### config.mk
export PLATFORM = sky130hd
export DESIGN_NAME = wlan_key_table_control
export DESIGN_NICKNAME = d
export VERILOG_FILES = /design/src/include/key_table_ctrl_pkg.sv /design/src/logic/wlan_key_table_control.sv
export SDC_FILE = /design/constraint.sdc
export NUM_CORES = 1
export LEC_CHECK = 0
export BUFFER_PORTS_ARGS = -buffer_cell sky130_fd_sc_hd__buf_2
export CAP_MARGIN = 20
export CORE_ASPECT_RATIO = 0.8
export CORE_MARGIN = 1.5
export CORE_UTILIZATION = 37
export CTS_BUF_LIST = sky130_fd_sc_hd__clkbuf_16
export CTS_CLUSTER_DIAMETER = 200
export DETAILED_ROUTE_END_ITERATION = 8
export PLACE_DENSITY_LB_ADDON = 0.1
export REMOVE_ABC_BUFFERS = 1
export SLEW_MARGIN = 20
export SYNTH_ARGS = -nofsm -noshare
export SYNTH_HDL_FRONTEND = slang
export SYNTH_SLANG_ARGS = --single-unit
### constraint.sdc
create_clock -name sys_clk -period 1.52 [get_ports sys_clk]
set_input_delay 0 -clock sys_clk [delete_from_list [all_inputs] [get_ports sys_clk]]
set_output_delay 0 -clock sys_clk [all_outputs]
set_load 0.01 [all_outputs]
### src/include/key_table_ctrl_pkg.sv
package key_table_ctrl_pkg;

    // register byte offsets
    localparam logic [15:0] shared_key_valid_flags_addr    = 16'h30a0;
    localparam logic [15:0] shared_key_mode_low_addr       = 16'h30a4;
    localparam logic [15:0] pairwise_valid_flags_low_addr  = 16'h30a8;
    localparam logic [15:0] pairwise_valid_flags_high_addr = 16'h30ac;
    localparam logic [15:0] pairwise_lookup_enable_addr    = 16'h30b0;
    localparam logic [15:0] shared_key_mode_high_addr      = 16'h30b4;

    // writable masks; everything else reads zero
    localparam logic [31:0] shared_valid_mask  = 32'h0000_ffff;
    localparam logic [31:0] mode_word_mask     = 32'h7777_7777;
    localparam logic [31:0] lookup_enable_mask = 32'h0000_000f;
    localparam logic [31:0] reset_value        = 32'h0000_0000;

    localparam int mode_field_width = 3;
    localparam int mode_field_pitch = 4;
    localparam int modes_per_word   = 8;

    // entry counts and word width fixed by the register map
    localparam int shared_entry_count   = 16;
    localparam int pairwise_entry_count = 64;
    localparam int word_width           = 32;

    // multi-bssid mask settings
    localparam logic [1:0] bssid_mask_one  = 2'h3;
    localparam logic [1:0] bssid_mask_two0 = 2'h1;
    localparam logic [1:0] bssid_mask_two1 = 2'h2;
    localparam logic [1:0] bssid_mask_four = 2'h0;

    typedef enum logic [2:0] {
        cipher_none,
        cipher_wep40,
        cipher_wep104,
        cipher_tkip,
        cipher_aes,
        cipher_ckip40,
        cipher_ckip104,
        cipher_reserved
    } cipher_t;

    typedef struct packed {
        logic        wr_en;
        logic        rd_en;
        logic [15:0] addr;
        logic [31:0] wdata;
    } reg_req_t;

    typedef struct packed {
        logic        unicast_to_me;
        logic        bssid_match;
        logic [1:0]  dont_care_bits;
        logic [3:0]  shared_index;
        logic [5:0]  pairwise_index;
    } frame_query_t;

    typedef struct packed {
        logic        pairwise_search;
        logic        shared_valid;
        cipher_t     shared_cipher;
        logic        pairwise_valid;
    } frame_answer_t;

endpackage

### src/logic/wlan_key_table_control.sv
`timescale 1ns/10ps
module wlan_key_table_control #(
    // entry counts; the register map fixes both
    parameter int shared_entries   = key_table_ctrl_pkg::shared_entry_count,
    parameter int pairwise_entries = key_table_ctrl_pkg::pairwise_entry_count
) (
    // clock and reset
    input  wire logic                               sys_clk,
    input  wire logic                               reset,
    // register port
    input  wire key_table_ctrl_pkg::reg_req_t       reg_req,
    output logic [31:0]                             reg_rdata,
    output logic                                    reg_rvalid,
    // mac configuration
    input  wire logic [1:0]                         multi_bssid_mask_setting,
    // security engine query
    input  wire key_table_ctrl_pkg::frame_query_t   query,
    output key_table_ctrl_pkg::frame_answer_t       answer
);

    typedef struct packed {
        logic [31:0]                       shared_valid;
        logic [31:0]                       mode_low;
        logic [31:0]                       mode_high;
        logic [31:0]                       pw_low;
        logic [31:0]                       pw_high;
        logic [31:0]                       lookup_en;
        logic [31:0]                       rdata;
        logic                              rvalid;
        key_table_ctrl_pkg::frame_answer_t ans;
        logic [1:0]                        mask_meta;
        logic [1:0]                        mask_sync;
    } state_t;

    state_t state_reg;
    state_t state_next;

    // the sync stages rest at one bssid so only lookup bit 0 can count before the first sample
    localparam state_t state_reset = '{
        shared_valid: key_table_ctrl_pkg::reset_value,
        mode_low:     key_table_ctrl_pkg::reset_value,
        mode_high:    key_table_ctrl_pkg::reset_value,
        pw_low:       key_table_ctrl_pkg::reset_value,
        pw_high:      key_table_ctrl_pkg::reset_value,
        lookup_en:    key_table_ctrl_pkg::reset_value,
        rdata:        key_table_ctrl_pkg::reset_value,
        rvalid:       1'b0,
        ans:          '0,
        mask_meta:    key_table_ctrl_pkg::bssid_mask_one,
        mask_sync:    key_table_ctrl_pkg::bssid_mask_one
    };

    // every flag and mode field sits at a fixed bit of a 32-bit word, so the
    // entry counts and the field layout cannot change without a new register map
    if (shared_entries != key_table_ctrl_pkg::shared_entry_count) begin : g_shared_check
        $error("shared_entries must match the register map");
    end
    if (pairwise_entries != key_table_ctrl_pkg::pairwise_entry_count) begin : g_pairwise_check
        $error("pairwise_entries must match the register map");
    end
    if (key_table_ctrl_pkg::mode_field_pitch * key_table_ctrl_pkg::modes_per_word
            != key_table_ctrl_pkg::word_width) begin : g_mode_check
        $error("mode fields must fill one word");
    end

    // code 7 collapses to none so a stray write never enables a cipher
    function automatic key_table_ctrl_pkg::cipher_t decode_cipher(input logic [2:0] code);
        key_table_ctrl_pkg::cipher_t c;
        c = key_table_ctrl_pkg::cipher_t'(code);
        if (c == key_table_ctrl_pkg::cipher_reserved) begin
            c = key_table_ctrl_pkg::cipher_none;
        end
        return c;
    endfunction

    // lookup enable is chosen from the don't-care bits per mask setting
    function automatic logic lookup_allowed(input logic [1:0] mask,
                                            input logic [1:0] dc,
                                            input logic [3:0] en);
        logic r;
        case (mask)
            key_table_ctrl_pkg::bssid_mask_one: begin
                r = en[0];
            end
            key_table_ctrl_pkg::bssid_mask_two0: begin
                r = en[{1'b0, dc[0]}];
            end
            key_table_ctrl_pkg::bssid_mask_two1: begin
                r = en[{1'b0, dc[1]}];
            end
            key_table_ctrl_pkg::bssid_mask_four: begin
                r = en[dc];
            end
            // a two-bit mask has no other value; kept so r is never left open
            default: begin
                r = 1'b0;
            end
        endcase
        return r;
    endfunction

    always_comb begin
        logic [2:0]  code;
        logic [31:0] mode_word;
        logic [4:0]  pos;
        logic        lookup_ok;
        logic [31:0] pw_word;
        logic        pw_flag;
        state_next = state_reg;
        code       = 3'h0;
        mode_word  = 32'h0;
        pos        = 5'h0;
        lookup_ok  = 1'b0;
        pw_word    = 32'h0;
        pw_flag    = 1'b0;

        // two-stage sync of the mask; only the second stage feeds the lookup.
        // the two bits may settle a cycle apart, so change the mask only while
        // no frames are being looked up
        state_next.mask_meta = multi_bssid_mask_setting;
        state_next.mask_sync = state_reg.mask_meta;

        // writes keep only defined bits
        if (reg_req.wr_en) begin
            case (reg_req.addr)
                key_table_ctrl_pkg::shared_key_valid_flags_addr: begin
                    state_next.shared_valid = reg_req.wdata
                                            & key_table_ctrl_pkg::shared_valid_mask;
                end
                key_table_ctrl_pkg::shared_key_mode_low_addr: begin
                    state_next.mode_low = reg_req.wdata
                                        & key_table_ctrl_pkg::mode_word_mask;
                end
                key_table_ctrl_pkg::shared_key_mode_high_addr: begin
                    state_next.mode_high = reg_req.wdata
                                         & key_table_ctrl_pkg::mode_word_mask;
                end
                key_table_ctrl_pkg::pairwise_valid_flags_low_addr: begin
                    state_next.pw_low = reg_req.wdata;
                end
                key_table_ctrl_pkg::pairwise_valid_flags_high_addr: begin
                    state_next.pw_high = reg_req.wdata;
                end
                key_table_ctrl_pkg::pairwise_lookup_enable_addr: begin
                    state_next.lookup_en = reg_req.wdata
                                         & key_table_ctrl_pkg::lookup_enable_mask;
                end
                default: begin
                end
            endcase
        end

        // reads return stored state; unmapped reads give zero
        // a read beside a write to the same word still returns the old value
        state_next.rvalid = reg_req.rd_en;
        state_next.rdata  = key_table_ctrl_pkg::reset_value;
        if (reg_req.rd_en) begin
            case (reg_req.addr)
                key_table_ctrl_pkg::shared_key_valid_flags_addr: begin
                    state_next.rdata = state_reg.shared_valid;
                end
                key_table_ctrl_pkg::shared_key_mode_low_addr: begin
                    state_next.rdata = state_reg.mode_low;
                end
                key_table_ctrl_pkg::shared_key_mode_high_addr: begin
                    state_next.rdata = state_reg.mode_high;
                end
                key_table_ctrl_pkg::pairwise_valid_flags_low_addr: begin
                    state_next.rdata = state_reg.pw_low;
                end
                key_table_ctrl_pkg::pairwise_valid_flags_high_addr: begin
                    state_next.rdata = state_reg.pw_high;
                end
                key_table_ctrl_pkg::pairwise_lookup_enable_addr: begin
                    state_next.rdata = state_reg.lookup_en;
                end
                default: begin
                end
            endcase
        end

        // query answer, one cycle after the query, from registered state
        mode_word = query.shared_index[3] ? state_reg.mode_high : state_reg.mode_low;
        // widen the index before scaling so entries above 1 do not wrap
        pos       = 5'(query.shared_index[2:0]) * 5'(key_table_ctrl_pkg::mode_field_pitch);
        code      = mode_word[pos +: key_table_ctrl_pkg::mode_field_width];
        state_next.ans.shared_cipher   = decode_cipher(code);
        state_next.ans.shared_valid    = state_reg.shared_valid[query.shared_index];

        // pair-wise search needs a unicast frame, a bssid hit and its enable bit
        lookup_ok = lookup_allowed(state_reg.mask_sync, query.dont_care_bits,
                                   state_reg.lookup_en[3:0]);
        pw_word   = query.pairwise_index[5] ? state_reg.pw_high : state_reg.pw_low;
        pw_flag   = pw_word[query.pairwise_index[4:0]];
        state_next.ans.pairwise_search = query.unicast_to_me & query.bssid_match
                                       & lookup_ok;
        state_next.ans.pairwise_valid  = state_next.ans.pairwise_search & pw_flag;
    end

    always_ff @(posedge sys_clk) begin
        if (reset) begin
            state_reg <= state_reset;
        end else begin
            state_reg <= state_next;
        end
    end

    assign reg_rdata  = state_reg.rdata;
    assign reg_rvalid = state_reg.rvalid;
    assign answer     = state_reg.ans;

endmodule

==> results of run 1 <==
[per-stage QoR]
| step | TNS, ns | total power [mW] | setup WS [ns] | hold WS, ns | cell area [um2] |
|---|---|---|---|---|---|
| finish | -0.378 | 9.32 | -0.0946 | 0.0319 | 10800 |
| global route | -0.515 | 9.64 | -0.146 | 0.0440 | 10800 |
| CTS | -0.323 | 9.39 | -0.0851 | 0.0157 | 10800 |
| detailed placement | -18.63 | 5.30 | -0.265 | 0.185 | 9920 |
| global placement | -17.56 | 5.30 | -0.266 | 0.186 | 9920 |
| floorplan | -335.40 | 4.81 | -3.02 | 0.0691 | 7530 |
[how the worst min path moves through the flow]
stage,endpoint,slack [ns],cells past startpoint
after floorplan,state_reg[100],0.07,1
after global placement,state_next[0],0.19,2
after detailed placement,state_next[0],0.18,2
after CTS,reg_rdata[1],0.02,3
after global routing,reg_rdata[1],0.04,3
final,reg_rdata[1],0.03,3
[power groups by stage]
stage	registers, mW	clock network, mW	logic (mW)
3_3_place_gp	4.70	0	0.601
3_5_place_dp	4.70	0	0.601
2_1_floorplan	4.70	0	0.113
6_report	4.59	4.06	0.678
4_1_cts	4.59	4.12	0.677
5_1_grt	4.59	4.33	0.720
[cell usage after synthesis (13+ instances only)]
cell type / n / share of area
nor2_1: 13 / 0.0060
mux4_2: 35 / 0.096
buf_2: 21 / 0.013
nand2_1: 38 / 0.017
dfxtp_1: 175 / 0.43
mux2i_1: 14 / 0.017
a22oi_1: 35 / 0.032
clkbuf_1: 64 / 0.029
mux2_2: 16 / 0.022
o21ai_0: 106 / 0.065
a21oi_1: 157 / 0.096
nand3_1: 129 / 0.079
buf_4: 42 / 0.038
[logic make-up after synthesis]
kind of cell    count (synthesis)  share of synthesized area
simple gates                  218                      0.140
buf+inv                       135                     0.0843
compound gates                316                      0.213
mux                            65                      0.135
flops                         175                      0.428
[cells in the final DEF, fill, tap and decap left out, types with 5 or more instances in the layout]
cell           Yosys  routed
a21oi_1          157     156
a222oi_1          12      12
a22oi_1           35      35
buf_12             0      24
buf_2             21     104
buf_4             42     137
clkbuf_16          0      17
clkinv_2           0       5
dfxtp_1          175     168
dfxtp_2            0       7
dlygate4sd3_1      0      38
inv_1              6       5
mux2_2            16      16
mux2i_1           14      13
mux4_2            35      35
nand2_1           38      38
nand2b_1           5       5
nand3_1          129     129
nor2_1            13      13
o21ai_0          106     106
[timing repair]
item                                    CTS  global route
endpoints found under the setup margin    5             5
cloned                                    0             0
hold buffers                             38             0
resized for setup                         6             3
hold endpoints to repair                140             0
setup buffers                             1             0
[worst max-delay path, stage by stage, from the launching register on]
cell	delay, ns
dfxtp_2	0.33
mux4_2	0.52
mux4_2	0.52
nand2b_1	0.11
a21oi_2	0.03
[metal layers]
| metal | vias to the layer above | GRT usage | wire length (um) |
|---|---|---|---|
| met5 | - | 0 | 13 |
| met2 | 286 | 0.387 | 12800 |
| li1 | 3715 | - | - |
| met4 | 2 | 0.0610 | 397 |
| met1 | 3745 | 0.374 | 13500 |
| met3 | 25 | 0.0445 | 1980 |
[final cells by class]
| cell class | instances | area [um2] | area share |
|---|---|---|---|
| inverters | 6 | 22.5 | 0.00208 |
| clock inverters | 15 | 95.1 | 0.00877 |
| well taps | 275 | 344 | 0.0317 |
| repair buffers | 303 | 2410 | 0.222 |
| multi-input cells | 599 | 4040 | 0.372 |
| clock buffers | 17 | 425 | 0.0392 |
| flip-flops and latches | 175 | 3510 | 0.324 |
==> summary.md, run 1 <==
| Metric | Value |
|---|---|
| Die Width | `~170 um` |
| Status | `finished, violations left` |
| Min-Delay Path Class | `primary input to register` |
| Layout cells sized above 1 | `0.331` |
| NetSw | `roughly 2.4 mW` |
| Crit path to | `answer[3]` |
| Main synth FF type | `dfxtp_1` |
| Combinational fraction of design power | `0.073` |
| Max reg flops | `134` |
| DR DRC count | `0` |
| WL per Instance | `a little over 20 um` |
| Synthesized instance count | `a little over 900` |
| Antenna violations before repair | `1` |
| Int Pwr | `6.94 mW` |
| Largest buffer count on any clock path | `2` |
| Die area | `between 20000 and 25000 um2` |
| Leak | `4.03 nW` |
| Fmax achieved | `0.619 GHz` |
| Via Count | `7773` |
| Violated checks | `negative setup slack` |
| Clock Power Share | `0.435` |
| Critical path startpoint category | `register` |
| Final ANT Viol Nets | `0` |
| Largest net degree at the start of global routing | `between 100 and 150` |
| FF-to-FF End | `answer[3]` |
| CTS tree | `done` |
| Worst IR Drop VDD | `around 710 uV` |
| Worst-Margin Slew | `0.626 ns` |
| Vias in the first global route | `roughly 7500` |
| Post-synth EDFFs | `0` |
| Worst setup margin | `-0.0946 ns` |
| Distinct cells, synth | `35` |
| Initial cell density of the core | `0.379` |
| Hold Crit Start | `reset` |
| PortBufs | `about 110` |
| CP Data Arrival Time | `slightly below 2 ns` |
| First-pass GRT wire length | `around 44 mm` |
| Clk sink count | `175` |
| Chip height | `136 um` |
| Grt ovf | `0` |
| Vias per inst | `roughly 5.6` |
| I/O pins | `107` |
| Clock buffer count from CTS | `17` |
| Routed WL | `28.6 mm` |
| 1st-iter DRT viols | `between 800 and 900` |
| Cell Pwr Density | `860 nW/um2` |
| Fillers | `about 2100` |
| Area grow syn2layout | `32.4%` |
| WS Path Type | `register to register` |
| Final hold violations | `0` |
| Setup crit start | `state_reg[169]` |
| R2R depth | `4` |
| # diodes | `0` |
| Slew Viols, Final | `0` |
| CTS root buffer | `clkbuf_16` |
| # setup viols final | `5` |
| Core Util, Final | `0.502` |
| Tmin final | `between 1.5 and 2 ns` |
| Final cell count without fillers | `around 1400` |
| CTS clk-pin slew, worst paths | `approximately 0.07 ns` |
| GRT Total Usage | `0.255` |
| Worst EP required | `around 1.9 ns` |
| Final period util | `1.06` |
| CP max FO | `3` |
| Relative slew slack | `0.583` |
| Row count | `48` |
| R2R Path Start | `state_reg[169]` |
| Sequential Power Share | `0.492` |
| DPL Wire Length | `18.5 mm` |
| Sw Ratio | `0.256` |
| Register area share after synthesis | `0.428` |
| CTS H-Tree Depth | `4` |
| Clk Latency, worst-skew pair | `0.44 ns` |
| Crit path capture type | `register` |
| Mapped cell area | `between 8000 and 9000 um2` |
| Flops & latches, synth | `roughly 180` |
| Yosys warning count | `0` |
| GPL Wtd Cong | `0.793` |
| Post-synth ARST share | `0` |
| Layout Nets | `between 1000 and 1500` |
| Max-cap check violation count | `0` |
| Placed cell count | `around 1300` |
| Core Box Area | `21600 um2` |
| RSZ-0062 raised after global routing | `true` |
| Drt pass-1 iters | `5` |
| Fin Clk Skew | `0.00850 ns` |
| R2R Setup Slk | `-0.09 ns` |
| Syn_area_per_cell | `roughly 9.0 um2` |
Note: power is estimated with default switching activity, not from simulation.
==> run 2, diff against run 1 <==
- SETUP_SLACK_MARGIN: default -> 0.2
==> summary.md, run 2 (synthesis gave the netlist of run 1 again) <==
| Metric | Value |
|---|---|
| Status | `finished, violations left (unchanged)` |
| Violated checks | `negative setup slack (unchanged)` |
| Clock buffer count from CTS | `17 (unchanged)` |
| Slew Viols, Final | `0 (unchanged)` |
| WL per Instance | `21.5 um (was 20.6 um)` |
| DR DRC count | `0 (unchanged)` |
| Leak | `4.16 nW (was 4.03 nW)` |
| CP max FO | `3 (unchanged)` |
| Final hold violations | `0 (unchanged)` |
| CTS tree | `done (unchanged)` |
| Int Pwr | `6.94 mW (about the same)` |
| CP Data Arrival Time | `1.95 ns (about the same)` |
| Min-Delay Path Class | `primary input to register (unchanged)` |
| Worst setup margin | `-0.0999 ns (was -0.0946 ns)` |
| Max-cap check violation count | `0 (unchanged)` |
| Routed WL | `30.1 mm (was 28.6 mm)` |
| Cell Pwr Density | `812 nW/um2 (was 860 nW/um2)` |
| Worst-Margin Slew | `0.747 ns (was 0.626 ns)` |
| GPL Wtd Cong | `0.793 (unchanged)` |
| CTS root buffer | `clkbuf_16 (unchanged)` |
| Fillers | `2017 (was 2082)` |
| Row count | `48 (unchanged)` |
| Final period util | `1.07 (was 1.06)` |
| Clk sink count | `175 (unchanged)` |
| Combinational fraction of design power | `0.077 (was 0.073)` |
| Core Util, Final | `0.535 (was 0.502)` |
| Initial cell density of the core | `0.379 (unchanged)` |
| Commonest non-fill, non-tap cell in the layout | `dfxtp_1 (unchanged)` |
| Relative slew slack | `0.502 (was 0.583)` |
| Fmax achieved | `0.617 GHz (was 0.619 GHz)` |
| Clock Power Share | `0.435 (about the same)` |
| NetSw | `2.45 mW (was 2.39 mW)` |
| # setup viols final | `5 (unchanged)` |
| Register Area | `3520 um2 (was 3510 um2)` |
| Most frequent cells in the layout | `165 x dfxtp_1, 127 x buf_4, 120 x a21oi_1 (was 168 x dfxtp_1, 156 x a21oi_1, 137 x buf_4)` |
| # diodes | `0 (unchanged)` |
| Sequential Power Share | `0.489 (was 0.492)` |
| Die area | `23100 um2 (unchanged)` |
| First-pass GRT wire length | `44.4 mm (about the same)` |
| Layout Nets | `1182 (was 1170)` |
| Grt ovf | `0 (unchanged)` |
| Critical path startpoint category | `register (unchanged)` |
| GRT Total Usage | `0.255 (about the same)` |
| PortBufs | `106 (unchanged)` |
| Setup TNS | `-0.394 ns (was -0.378 ns)` |
| RSZ-0062 raised after global routing | `true (unchanged)` |
| Antenna violations before repair | `1 (unchanged)` |
| Vias per inst | `5.74 (was 5.59)` |
| I/O pins | `107 (unchanged)` |
| Core Box Area | `21600 um2 (unchanged)` |
| Layout cells sized above 1 | `0.413 (was 0.331)` |
| CTS H-Tree Depth | `4 (unchanged)` |
| Final ANT Viol Nets | `0 (unchanged)` |
| Worst IR Drop VDD | `708 uV (was 711 uV)` |
| Crit path capture type | `register (unchanged)` |
| Area grow syn2layout | `41.1% (was 32.4%)` |
| Drt pass-1 iters | `6 (was 5)` |
| Largest net degree at the start of global routing | `129 (unchanged)` |
| Die Width | `169 um (unchanged)` |
| Tmin final | `1.62 ns (was 1.61 ns)` |
| Worst EP required | `1.85 ns (was 1.86 ns)` |
| CTS clk-pin slew, worst paths | `0.07 ns (about the same)` |
| Clk Latency, worst-skew pair | `0.44 ns (about the same)` |
| Fin Clk Skew | `0.00905 ns (was 0.00850 ns)` |
| Sw Ratio | `0.261 (was 0.256)` |
| 1st-iter DRT viols | `862 (was 864)` |
| Area of the multi-input gates | `4490 um2 (was 4040 um2)` |
| DPL Wire Length | `18.5 mm (unchanged)` |
| Chip height | `136 um (unchanged)` |
| Via Count | `8042 (was 7773)` |
| Vias in the first global route | `7457 (was 7450)` |
| Max reg flops | `134 (unchanged)` |
| Largest buffer count on any clock path | `2 (unchanged)` |
| WS Path Type | `register to register (unchanged)` |
[run 2: path summary, 6_finish.rpt]
path | endpoint | slack [ns] | start | cells past startpoint
setup / recovery | answer[3] | -0.1 | state_reg[169] | 4
hold / removal | answer[5] | 0.04 | query[11] | 4
setup reg to reg | answer[3] | -0.1 | state_reg[169] | 4
hold reg to reg | state_reg[0] | 0.41 | state_next[0] | 1
[run 2: final cells by class]
cell class	instances	area share
Multi-Input combinational cell	599	0.389
Tap cell	275	0.0298
Sequential cell	175	0.304
Clock inverter	15	0.00822
Inverter	6	0.00195
Clock buffer	17	0.0368
Timing Repair Buffer	315	0.231
[run 2: worst max-delay path, cell delays in order, from the launching register on]
cell      delay (ns)
dfxtp_2         0.33
mux4_2          0.52
mux4_2          0.53
nand2b_1        0.11
a21oi_2         0.03
[run 2: power groups by stage]
| stage | clock network, mW | registers, mW | logic, mW |
|---|---|---|---|
| 2_1_floorplan | 0 | 4.70 | 0.113 |
| 3_3_place_gp | 0 | 4.70 | 0.601 |
| 3_5_place_dp | 0 | 4.70 | 0.601 |
| 4_1_cts | 4.12 | 4.59 | 0.677 |
| 5_1_grt | 4.33 | 4.59 | 0.762 |
| 6_report | 4.08 | 4.59 | 0.722 |
[run 2: stage by stage]
stage / area [um2] / setup slack, ns / power, mW / std cells / hold WS [ns]
2_1_floorplan: 7530 / -3.02 / 4.81 / 780 / 0.0691
4_1_cts: 10900 / -0.0851 / 9.39 / 1390 / 0.0157
3_3_place_gp: 9920 / -0.266 / 5.30 / 1319 / 0.186
3_5_place_dp: 9920 / -0.265 / 5.30 / 1319 / 0.185
6_report: 11600 / -0.0999 / 9.39 / 1402 / 0.0377
5_1_grt: 11600 / -0.146 / 9.68 / 1402 / 0.0543
[run 2: per-layer routing]
| layer | GRT usage | wire length, um | share of wire | vias to the layer above |
|---|---|---|---|---|
| met3 | 0.0445 | 1820 | 0.060 | 32 |
| met1 | 0.374 | 14300 | 0.47 | 3984 |
| met2 | 0.387 | 13600 | 0.45 | 281 |
| li1 | - | - | - | 3743 |
| met4 | 0.0610 | 457 | 0.015 | 2 |
| met5 | 0 | 13 | 0.00043 | - |
[run 2: repair_timing]
action                     in CTS  in global routing
buffers inserted                1                  6
pin swaps                       0                 75
hold endpoints to repair      140                  0
hold buffers                   38                  0
gates cloned                    0                  6
setup endpoints to repair       7                 72
resized for setup              11                118
